[src/wdt_pkg.sv]
// Constants shared by the watchdog timeout timer files
package wdt_pkg;

	// ==========================================================
	// Register map (printed offsets are word indices)
	localparam logic [7:0] CTRL_IDX = 8'hAA;
	localparam logic [7:0] KEY_IDX = 8'hB0;
	localparam logic [7:0] MODE_IDX = 8'hB1;
	localparam int ADDR_W = 12;
	localparam logic [ADDR_W-1:0] CTRL_ADDR = ADDR_W'({CTRL_IDX, 2'b00});
	localparam logic [ADDR_W-1:0] KEY_ADDR = ADDR_W'({KEY_IDX, 2'b00});
	localparam logic [ADDR_W-1:0] MODE_ADDR = ADDR_W'({MODE_IDX, 2'b00});

	// ==========================================================
	// Control register fields
	localparam int RUN_BIT = 7;
	localparam int CLR_BIT = 6;
	localparam int FLAG_BIT = 5;
	localparam int LPRUN_BIT = 4;
	localparam int CAUSE_BIT = 3;
	localparam int PSEL_MSB = 2;
	localparam logic [2:0] PRESCALE_RESET = 3'h7;

	// ==========================================================
	// Factory option byte: mode field in bits 7:4
	localparam int MODE_MSB = 7;
	localparam int MODE_LSB = 4;
	localparam logic [3:0] MODE_GP = 4'hF;
	localparam logic [3:0] MODE_STOP_LP = 4'h5;
	localparam logic [7:0] FACTORY_RESET = 8'hFF;

	// ==========================================================
	// Timed access key sequence
	localparam logic [7:0] KEY_FIRST = 8'hAA;
	localparam logic [7:0] KEY_SECOND = 8'h55;

	// ==========================================================
	// Timing
	localparam int CLK_HZ = 200000000;
	localparam int SLOW_OSC_HZ = 10000;
	localparam int SLOW_OSC_DIV = CLK_HZ / SLOW_OSC_HZ;
	localparam int TIMEOUT_TICKS = 64;
	localparam int RESET_DELAY_TICKS = 512;

	// ==========================================================
	// AXI responses
	localparam logic [1:0] RESP_OKAY = 2'h0;
	localparam logic [1:0] RESP_SLVERR = 2'h2;

	typedef enum logic [1:0] {KEY_IDLE, KEY_HALF, KEY_OPEN} key_state_type;

endpackage

[src/wdt_prescaler.sv]
// Slow oscillator tick source and watchdog clock prescaler
`timescale 1ns/1ps
module wdt_prescaler #(
	parameter int SLOW_DIV = wdt_pkg::SLOW_OSC_DIV
) (
	input wire logic aclk,
	input wire logic aresetn,
	input wire logic clear,
	input wire logic enable,
	input wire logic [2:0] sel,
	output logic slow_tick,
	output logic scaled_tick
);
	import wdt_pkg::*;

	logic [15:0] osc_cnt_q;
	logic [7:0] pre_cnt_q;
	logic [7:0] limit;

	// Free running slow oscillator stand-in, one tick per period
	always_ff @(posedge aclk) begin
		if (!aresetn) begin
			osc_cnt_q <= 16'h0000;
			slow_tick <= 1'b0;
		end else if (osc_cnt_q == 16'(SLOW_DIV - 1)) begin
			osc_cnt_q <= 16'h0000;
			slow_tick <= 1'b1;
		end else begin
			osc_cnt_q <= osc_cnt_q + 16'h0001;
			slow_tick <= 1'b0;
		end
	end

	// Divide ratio: 1, then 4 through 256 by powers of two
	always_comb begin
		limit = (sel == 3'h0) ? 8'h00 : 8'((9'h001 << ({1'b0, sel} + 4'h1)) - 9'h001);
	end

	// Prescale counter, cleared with the main counter
	always_ff @(posedge aclk) begin
		if (!aresetn || clear) begin
			pre_cnt_q <= 8'h00;
			scaled_tick <= 1'b0;
		end else if (enable && slow_tick) begin
			if (pre_cnt_q == limit) begin
				pre_cnt_q <= 8'h00;
				scaled_tick <= 1'b1;
			end else begin
				pre_cnt_q <= pre_cnt_q + 8'h01;
				scaled_tick <= 1'b0;
			end
		end else begin
			scaled_tick <= 1'b0;
		end
	end

endmodule // wdt_prescaler

[src/watchdog_timeout_timer.sv]
// Watchdog timeout timer with AXI4-Lite control register access
//
// Overview of operation
// - Mode field all ones: general-purpose timer run by software, no reset.
// - Mode 0101: reset watchdog, counting halted in Idle or Power-down.
// - Any other mode: reset watchdog that keeps counting in low power.
// - Counting clock is the 10 kHz slow oscillator through a divider.
// - Time-out wakes the system and requests an interrupt when enabled.
// - Reset watchdog issues a system reset after a delay unless cleared.
// - Run bit starts or halts the counter, general-purpose mode only.
// - Writing one to counter-clear zeroes the count; zero does nothing.
// - Counter-clear reads one while the clear is still pending.
// - Time-out flag set on overflow; software clears it.
// - Low-power-run bit picks counting in low power, general-purpose only.
// - Reset-cause flag set by watchdog reset, cleared by power-on or by a software write of zero.
// - Prescale field is all ones after power-on, kept through other resets.
// - Prescale codes give 1/1, 1/4, 1/8 up to 1/256.
// - Time-out comes after 64 prescaled slow clock periods.
// - Control writes need the timed access unlock before each write.
// - Reset watchdog waits 512 slow clocks for a clear before resetting.
// - Counter and prescaler cleared on low-power entry, wake-up and reset.
// - General-purpose counter keeps counting after the flag is set.
`timescale 1ns/1ps
module watchdog_timeout_timer #(
	parameter int SLOW_DIV = wdt_pkg::SLOW_OSC_DIV
) (
	input wire logic aclk,
	input wire logic aresetn,
	input wire logic por_resetn,
	input wire logic [7:0] factory_option_byte_watchdog,
	input wire logic idle_mode,
	input wire logic pdown_mode,
	input wire logic wd_irq_enable,
	input wire logic global_irq_enable,
	output logic wd_irq_req,
	output logic wd_wakeup,
	output logic wd_sys_reset,
	input wire logic [wdt_pkg::ADDR_W-1:0] s_axi_awaddr,
	input wire logic s_axi_awvalid,
	output logic s_axi_awready,
	input wire logic [31:0] s_axi_wdata,
	input wire logic [3:0] s_axi_wstrb,
	input wire logic s_axi_wvalid,
	output logic s_axi_wready,
	output logic [1:0] s_axi_bresp,
	output logic s_axi_bvalid,
	input wire logic s_axi_bready,
	input wire logic [wdt_pkg::ADDR_W-1:0] s_axi_araddr,
	input wire logic s_axi_arvalid,
	output logic s_axi_arready,
	output logic [31:0] s_axi_rdata,
	output logic [1:0] s_axi_rresp,
	output logic s_axi_rvalid,
	input wire logic s_axi_rready
);
	import wdt_pkg::*;

	logic any_reset;
	logic [3:0] wd_mode_field_q;
	logic wd_run_q, wd_lowpower_run_q, wd_timeout_flag_q, wd_reset_cause_flag_q;
	logic clr_pend_q;
	logic [2:0] wd_prescale_sel_q;
	logic [5:0] count_q;
	logic lowpower, lowpower_q, lp_edge;
	logic gp_mode, cnt_en, cnt_clear, timeout;
	logic slow_tick, scaled_tick;
	logic delay_act_q;
	logic [8:0] delay_cnt_q;
	logic delay_fire;
	key_state_type key_state_q;
	logic wr_fire, rd_fire, wr_hit, ctrl_wr;
	logic [7:0] ctrl_rd;

	assign any_reset = !aresetn || !por_resetn;

	// ==========================================================
	// Mode latch and counting conditions
	// Mode captured only while a reset is held
	always_ff @(posedge aclk) begin
		if (any_reset) begin
			wd_mode_field_q <= factory_option_byte_watchdog[MODE_MSB:MODE_LSB];
		end
	end

	assign lowpower = idle_mode || pdown_mode;
	assign gp_mode = (wd_mode_field_q == MODE_GP);

	// Entry into and wake from low power both seen as a change
	always_ff @(posedge aclk) begin
		if (any_reset) begin
			lowpower_q <= 1'b0;
		end else begin
			lowpower_q <= lowpower;
		end
	end
	assign lp_edge = lowpower != lowpower_q;

	// Whether the counter may advance in the current mode
	always_comb begin
		if (gp_mode) begin
			cnt_en = wd_run_q && (!lowpower || wd_lowpower_run_q);
		end else if (wd_mode_field_q == MODE_STOP_LP) begin
			cnt_en = !lowpower;
		end else begin
			cnt_en = 1'b1;
		end
	end

	assign cnt_clear = any_reset || lp_edge || clr_pend_q;

	wdt_prescaler #(
		.SLOW_DIV(SLOW_DIV)
	) u_prescaler (
		.aclk(aclk),
		.aresetn(!any_reset),
		.clear(cnt_clear),
		.enable(cnt_en),
		.sel(wd_prescale_sel_q),
		.slow_tick(slow_tick),
		.scaled_tick(scaled_tick)
	);

	// ==========================================================
	// Time-out counter
	assign timeout = scaled_tick && !cnt_clear && (count_q == 6'(TIMEOUT_TICKS - 1));

	// Six bit counter wraps and keeps going after a time-out
	always_ff @(posedge aclk) begin
		if (cnt_clear) begin
			count_q <= 6'h00;
		end else if (scaled_tick) begin
			count_q <= count_q + 6'h01;
		end
	end

	// Reset delay window after a time-out in watchdog modes
	assign delay_fire = delay_act_q && slow_tick && (delay_cnt_q == 9'h000);
	always_ff @(posedge aclk) begin
		if (any_reset || gp_mode || clr_pend_q) begin
			delay_act_q <= 1'b0;
			delay_cnt_q <= 9'h000;
		end else if (timeout && !delay_act_q) begin
			delay_act_q <= 1'b1;
			delay_cnt_q <= 9'(RESET_DELAY_TICKS - 1);
		end else if (delay_act_q && slow_tick) begin
			if (delay_cnt_q == 9'h000) begin
				delay_act_q <= 1'b0;
			end else begin
				delay_cnt_q <= delay_cnt_q - 9'h001;
			end
		end
	end

	// ==========================================================
	// Event outputs
	always_ff @(posedge aclk) begin
		if (any_reset) begin
			wd_sys_reset <= 1'b0;
			wd_wakeup <= 1'b0;
			wd_irq_req <= 1'b0;
		end else begin
			wd_sys_reset <= delay_fire;
			wd_wakeup <= timeout && lowpower;
			wd_irq_req <= wd_timeout_flag_q && wd_irq_enable && global_irq_enable;
		end
	end

	// ==========================================================
	// Timed access unlock
	assign wr_hit = wr_fire && s_axi_wstrb[0];
	assign ctrl_wr = wr_hit && (s_axi_awaddr == CTRL_ADDR) && (key_state_q == KEY_OPEN);

	// Two key bytes in a row open one control write
	always_ff @(posedge aclk) begin
		if (any_reset) begin
			key_state_q <= KEY_IDLE;
		end else if (wr_hit) begin
			case (key_state_q)
				KEY_IDLE: begin
					if (s_axi_awaddr == KEY_ADDR && s_axi_wdata[7:0] == KEY_FIRST) begin
						key_state_q <= KEY_HALF;
					end
				end
				KEY_HALF: begin
					if (s_axi_awaddr == KEY_ADDR && s_axi_wdata[7:0] == KEY_SECOND) begin
						key_state_q <= KEY_OPEN;
					end else begin
						key_state_q <= KEY_IDLE;
					end
				end
				default: begin
					key_state_q <= KEY_IDLE;
				end
			endcase
		end
	end

	// ==========================================================
	// Control register fields
	// Run and low-power-run, cleared by every reset
	always_ff @(posedge aclk) begin
		if (any_reset) begin
			wd_run_q <= 1'b0;
			wd_lowpower_run_q <= 1'b0;
		end else if (ctrl_wr) begin
			wd_run_q <= s_axi_wdata[RUN_BIT];
			wd_lowpower_run_q <= s_axi_wdata[LPRUN_BIT];
		end
	end

	// Clear request stays visible for the cycle it takes
	always_ff @(posedge aclk) begin
		if (any_reset) begin
			clr_pend_q <= 1'b0;
		end else begin
			clr_pend_q <= ctrl_wr && s_axi_wdata[CLR_BIT];
		end
	end

	// Time-out flag, hardware set wins over a software clear
	always_ff @(posedge aclk) begin
		if (any_reset) begin
			wd_timeout_flag_q <= 1'b0;
		end else if (timeout) begin
			wd_timeout_flag_q <= 1'b1;
		end else if (ctrl_wr) begin
			wd_timeout_flag_q <= s_axi_wdata[FLAG_BIT];
		end
	end

	// Reset-cause flag and prescale only follow power-on reset
	always_ff @(posedge aclk) begin
		if (!por_resetn) begin
			wd_reset_cause_flag_q <= 1'b0;
			wd_prescale_sel_q <= PRESCALE_RESET;
		end else begin
			if (delay_fire) begin
				wd_reset_cause_flag_q <= 1'b1;
			end else if (ctrl_wr) begin
				wd_reset_cause_flag_q <= s_axi_wdata[CAUSE_BIT];
			end
			if (ctrl_wr) begin
				wd_prescale_sel_q <= s_axi_wdata[PSEL_MSB:0];
			end
		end
	end

	assign ctrl_rd = {wd_run_q, clr_pend_q, wd_timeout_flag_q, wd_lowpower_run_q,
		wd_reset_cause_flag_q, wd_prescale_sel_q};

	// ==========================================================
	// AXI4-Lite write channel
	assign wr_fire = s_axi_awready && s_axi_awvalid && s_axi_wvalid;
	always_ff @(posedge aclk) begin
		if (any_reset) begin
			s_axi_awready <= 1'b0;
			s_axi_wready <= 1'b0;
			s_axi_bvalid <= 1'b0;
			s_axi_bresp <= RESP_OKAY;
		end else begin
			s_axi_awready <= s_axi_awvalid && s_axi_wvalid && !s_axi_awready && !s_axi_bvalid;
			s_axi_wready <= s_axi_awvalid && s_axi_wvalid && !s_axi_awready && !s_axi_bvalid;
			if (wr_fire) begin
				s_axi_bvalid <= 1'b1;
				s_axi_bresp <= (s_axi_awaddr == CTRL_ADDR || s_axi_awaddr == KEY_ADDR) ?
					RESP_OKAY : RESP_SLVERR;
			end else if (s_axi_bready) begin
				s_axi_bvalid <= 1'b0;
			end
		end
	end

	// ==========================================================
	// AXI4-Lite read channel
	assign rd_fire = s_axi_arready && s_axi_arvalid;
	always_ff @(posedge aclk) begin
		if (any_reset) begin
			s_axi_arready <= 1'b0;
			s_axi_rvalid <= 1'b0;
			s_axi_rdata <= 32'h00000000;
			s_axi_rresp <= RESP_OKAY;
		end else begin
			s_axi_arready <= s_axi_arvalid && !s_axi_arready && !s_axi_rvalid;
			if (rd_fire) begin
				s_axi_rvalid <= 1'b1;
				s_axi_rresp <= RESP_OKAY;
				case (s_axi_araddr)
					CTRL_ADDR: s_axi_rdata <= {24'h000000, ctrl_rd};
					MODE_ADDR: s_axi_rdata <= {28'h0000000, wd_mode_field_q};
					KEY_ADDR: s_axi_rdata <= 32'h00000000;
					default: begin
						s_axi_rdata <= 32'h00000000;
						s_axi_rresp <= RESP_SLVERR;
					end
				endcase
			end else if (s_axi_rready) begin
				s_axi_rvalid <= 1'b0;
			end
		end
	end

	// ==========================================================
	// Checks
	chk_timeout_flag: assert property (@(posedge aclk) disable iff (any_reset)
		timeout |=> wd_timeout_flag_q)
		else $error("time-out did not set the flag");

	chk_clear_count: assert property (@(posedge aclk) disable iff (any_reset)
		(ctrl_wr && s_axi_wdata[CLR_BIT]) |=> clr_pend_q ##1 (count_q == 6'h00 && !clr_pend_q))
		else $error("counter clear did not complete in two cycles");

	chk_halt_stable: assert property (@(posedge aclk) disable iff (any_reset)
		(!cnt_en && !cnt_clear && !scaled_tick) |=> (!scaled_tick && $stable(count_q)))
		else $error("counter moved while halted");

	chk_gp_no_reset: assert property (@(posedge aclk) disable iff (any_reset)
		gp_mode |-> (!delay_act_q && !wd_sys_reset))
		else $error("reset path active in general-purpose mode");

	chk_stop_lowpower: assert property (@(posedge aclk) disable iff (any_reset)
		(wd_mode_field_q == MODE_STOP_LP && lowpower) |-> !cnt_en ##1 !scaled_tick)
		else $error("counting enabled in low power for mode 0101");

	chk_fire_cause: assert property (@(posedge aclk) disable iff (any_reset)
		delay_fire |=> (wd_sys_reset && wd_reset_cause_flag_q))
		else $error("watchdog reset without cause flag");

	chk_por_prescale: assert property (@(posedge aclk) disable iff (1'b0)
		!por_resetn |=> (wd_prescale_sel_q == PRESCALE_RESET && !wd_reset_cause_flag_q))
		else $error("power-on reset did not restore prescale and cause");

	chk_mode_held: assert property (@(posedge aclk) disable iff (any_reset)
		1'b1 |=> $stable(wd_mode_field_q))
		else $error("mode field changed outside reset");

	chk_delay_start: assert property (@(posedge aclk) disable iff (any_reset)
		(timeout && !delay_act_q && !gp_mode && !clr_pend_q) |=>
		(delay_act_q && delay_cnt_q == 9'h1FF))
		else $error("reset delay not armed with 512 ticks");

endmodule // watchdog_timeout_timer

[config.mk]
export PLATFORM = sky130hd
export DESIGN_NAME = watchdog_timeout_timer
export DESIGN_NICKNAME = d
export VERILOG_FILES = /design/src/wdt_pkg.sv /design/src/wdt_prescaler.sv /design/src/watchdog_timeout_timer.sv
export SDC_FILE = /design/constraint.sdc
export NUM_CORES = 1
export LEC_CHECK = 0
export BUFFER_PORTS_ARGS = -buffer_cell sky130_fd_sc_hd__buf_2
export CAP_MARGIN = 25
export CORE_ASPECT_RATIO = 1.4
export CORE_UTILIZATION = 44
export CTS_BUF_LIST = sky130_fd_sc_hd__clkbuf_4 sky130_fd_sc_hd__clkbuf_8
export CTS_CLUSTER_DIAMETER = 200
export DETAILED_ROUTE_END_ITERATION = 10
export PLACE_DENSITY_LB_ADDON = 0.2
export SKIP_LAST_GASP = 1
export SLEW_MARGIN = 25
export SYNTH_ARGS = -nofsm -noshare
export SYNTH_HDL_FRONTEND = slang
export SYNTH_SLANG_ARGS = --single-unit
[constraint.sdc]
create_clock -name aclk -period 4.05 [get_ports aclk]
set_clock_uncertainty 0.1 [all_clocks]
set_input_delay 0.6075 -clock aclk [delete_from_list [all_inputs] [get_ports aclk]]
set_output_delay 0.6075 -clock aclk [all_outputs]
set_load 0.03 [all_outputs]
==> PnR_summary.wiki <==
{| class="wikitable"
! Metric !! Value
|-
| Run status || finished, final reports clean
|-
| Layout Area Growth over Synthesis || 15.5%
|-
| # DRC || 0
|-
| Final layout net count || 569
|-
| Most frequent standard cell in the layout excluding fill and tap cells || sky130_fd_sc_hd__dfxtp_1
|-
| Total power || 1630 uW
|-
| CTS Hold Bufs || 0
|-
| CTS H-tree lvls || 3
|-
| Largest fanout on the critical path || 18
|-
| Synthesized area divided by synthesized cell count || 8.95 um^2
|-
| Sequential element share of the synthesized area || 40.5%
|-
| Final routed wire length divided by cell count || 13.6 um
|-
| Smallest setup slack after layout || 1.12 ns
|-
| Highest Clock Rate || 0.341 GHz
|-
| Sw Ratio || 20.6%
|-
| Actual slew at the worst max-slew pin || 0.794 ns
|-
| TritonCTS clock tree || done
|-
| Combined area of all synthesized cells || 3760 um^2
|-
| Final clock period utilization by the worst path || 72.4%
|-
| Ratio of cells with drive above 1 in the final layout || 19.8%
|-
| Number of endpoints failing setup at the final stage || 0
|-
| P_int || 1290 uW
|-
| Category of the worst setup path launch point || flop
|-
| Slew headroom || 46.3%
|-
| X dimension of the die || 80.1 um
|-
| # IOs || 124
|-
| Largest net degree at the start of global routing || 30
|-
| Endpoint type of the worst setup path || flop
|-
| Path type of the worst min-delay path || in2reg
|-
| Crit path DAT || 3.02 ns
|-
| Number of DRC markers after the initial detailed-route iteration || 130
|-
| Chip Height || 111 um
|-
| Unrepaired setup endpoints after global routing || false
|-
| Setup Fix Bufs, Post-CTS || 0
|-
| Number of buffer cells added on primary ports || 66
|-
| Routed wire length || 8.03 mm
|-
| Routability cong. || 0.822
|-
| Residual antenna-violating net count after detailed routing || 0
|-
| Vias after detailed routing || 3155
|-
| Via count of the first global-routing pass || 2951
|-
| Max-cap check violation count || 0
|-
| Clock transition at the registers of the reported paths || 0.08 ns
|-
| Count of mapped cells out of synthesis || 420
|-
| CTS root buffer || sky130_fd_sc_hd__clkbuf_8
|-
| Mean number of vias per cell || 5.34
|-
| Starting utilization of the core area || 45.6%
|-
| Relative contribution of combinational cells to total power || 6.0%
|-
| Core occupancy in the finished layout || 52.7%
|-
| Most frequent cells in the layout || sky130_fd_sc_hd__dfxtp_1 (70), sky130_fd_sc_hd__buf_2 (66), sky130_fd_sc_hd__nor2_1 (54)
|-
| Clk sinks || 74
|-
| Fraction of synthesized cell area taken by the top area cell type || 37.3%
|-
| Cts bufs inserted || 9
|-
| HPWL after detailed placement || 6.05 mm
|-
| FP Rows || 39
|-
| Filler cells || 798
|-
| Worst EP required || 4.14 ns
|-
| Crit path kind || reg2reg
|-
| Max IR drop VDD || 0.000279 V
|-
| Pins over their slew limit || 0
|-
| Number of unique standard cell types used by synthesis || 61
|-
| Global-route wire length before repair || 13.6 mm
|-
| Gr usage total || 19.3%
|-
| Post-synth top area cell || sky130_fd_sc_hd__dfxtp_1
|-
| Post-synth EDFFs || 4
|-
| Pre-Repair DR Iteration Count || 4
|-
| Number of antenna violations at the first check in global routing || 0
|-
| Gr ovfl total || 0
|-
| Final-layout setup total negative slack || 0 ns
|-
| NetSw || 336 uW
|-
| Part of the total power dissipated in the clock network || 48.2%
|-
| Final Hold Fails || 0
|-
| Static leakage power || 0.00160 uW
|-
| Sequential fraction of design power || 45.9%
|-
| Worst slack at placement || 0.953 ns
|-
| Prevailing post-synth register cell || sky130_fd_sc_hd__dfxtp_1
|-
| Antenna diode count || 0
|-
| Number of synthesized register bits || 74
|-
| CORE AREA || 8250 um^2
|-
| Post_cts resized || 0
|-
| Main area contributors after synthesis || sky130_fd_sc_hd__dfxtp_1 (37%), sky130_fd_sc_hd__buf_4 (5.6%), sky130_fd_sc_hd__nor2_1 (5.4%), sky130_fd_sc_hd__xnor2_1 (4.2%), sky130_fd_sc_hd__xor2_1 (3.7%)
|-
| Post-route minimum period || 2.93 ns
|-
| Longest Clk Path Bufs || 2
|-
| Clk Latency, worst-skew pair || 0.33 ns
|-
| Proportion of register bits with asynchronous set or reset after synthesis || 0%
|-
| Die area || 8920 um^2
|-
| Warnings from Yosys || 0
|-
| Pwr Density || 375 nW/um^2
|}
## synth_stat cells (all sizes together), types with 2 or more instances
cell type and instances:
or3 4, nor2b 4, a211oi 9, xor2 16
a21bo 2, nand3 12, a31o 2, a22oi 8
or3b 2, buf 34, ha 5, and3 5
edfxtp 4, xnor2 18, nor4b 10, a21o 3
nand2 29, or4 5, nor2 56, nand4 13
a21oi 22, nor3 11, nand2b 6, inv 6
clkbuf 4, mux2i 10, nor3b 2, nor4 8
dfxtp 70, nor4bb 5, a31oi 3, o21ai 8
and2 5
## power groups by stage
stage | logic (uW) | registers (uW) | clock network (uW)
6_report | 97.1 | 746 | 783
5_1_grt | 106 | 746 | 830
4_1_cts | 97.3 | 746 | 799
3_5_place_dp | 97.2 | 763 | 0
3_3_place_gp | 95.9 | 763 | 0
2_1_floorplan | 78.9 | 763 | 0
## critical path, cell delays in order, from the launching register on
cell and delay [ns]:
sky130_fd_sc_hd__dfxtp_1 0.68, sky130_fd_sc_hd__and2_1 0.23, sky130_fd_sc_hd__ha_1 0.23, sky130_fd_sc_hd__or3b_1 0.39
sky130_fd_sc_hd__a21o_1 0.20, sky130_fd_sc_hd__a21o_1 0.20, sky130_fd_sc_hd__a2111oi_4 0.61, sky130_fd_sc_hd__a211oi_1 0.15
## stage by stage
step,hold slack [ns],std cells,area (um^2)
2_1_floorplan,0.334,445,3850
3_3_place_gp,0.336,575,4060
3_5_place_dp,0.340,575,4060
4_1_cts,0.329,591,4340
5_1_grt,0.330,591,4340
6_report,0.346,591,4340
## worst paths after layout
check / from / endpoint / slack, ns / depth (start not counted)
setup reg to reg: wd_prescale_sel_q[1] / u_prescaler.pre_cnt_q[1] / 1.12 / 7
hold / removal: factory_option_byte_watchdog[5] / wd_mode_field_q[1] / 0.35 / 1
hold reg to reg: s_axi_bvalid / s_axi_wready / 0.35 / 1
setup / recovery: wd_prescale_sel_q[1] / u_prescaler.pre_cnt_q[1] / 1.12 / 7
## routing by layer
layer | part of all wire, % | global-route usage, %
met5 | 0 | 0
met4 | 2.2 | 8.69
met3 | 3.6 | 3.93
met2 | 52 | 33.2
met1 | 42 | 22.6
## logic make-up (layout without fill, tap and decap cells)
group,after synthesis,after routing,synth area share [%]
DFF,74,74,40.5
AOI/OAI and AO/OA,70,70,13.2
xor gates and xnor gates,34,34,7.92
other,1,26,0.0997
and+or+nand+nor,182,182,26.6
buffers and inverters,44,88,7.35
muxes,10,10,2.66
adders and majority gates,5,5,1.66
## flip-flops by register name (all words and copies together) (netlist names), 2 cells and up
register / flops
u_prescaler.osc_cnt_q: 16
delay_cnt_q: 9
wd_prescale_sel_q: 3
u_prescaler.pre_cnt_q: 8
key_state_q: 2
count_q: 6
wd_mode_field_q: 4
s_axi_rdata: 8
## final cells by class
class / instances / area, um^2 / share of cell area, %
well taps: 102 / 128 / 2.94
repair buffers: 66 / 330 / 7.61
clock buffers: 12 / 165 / 3.80
clock inverters: 4 / 120 / 2.77
inverters: 6 / 22.5 / 0.519
multi-input cells: 327 / 2060 / 47.3
flip-flops and latches: 74 / 1520 / 35.0
No activity file was read; power rests on OpenSTA's default activity.
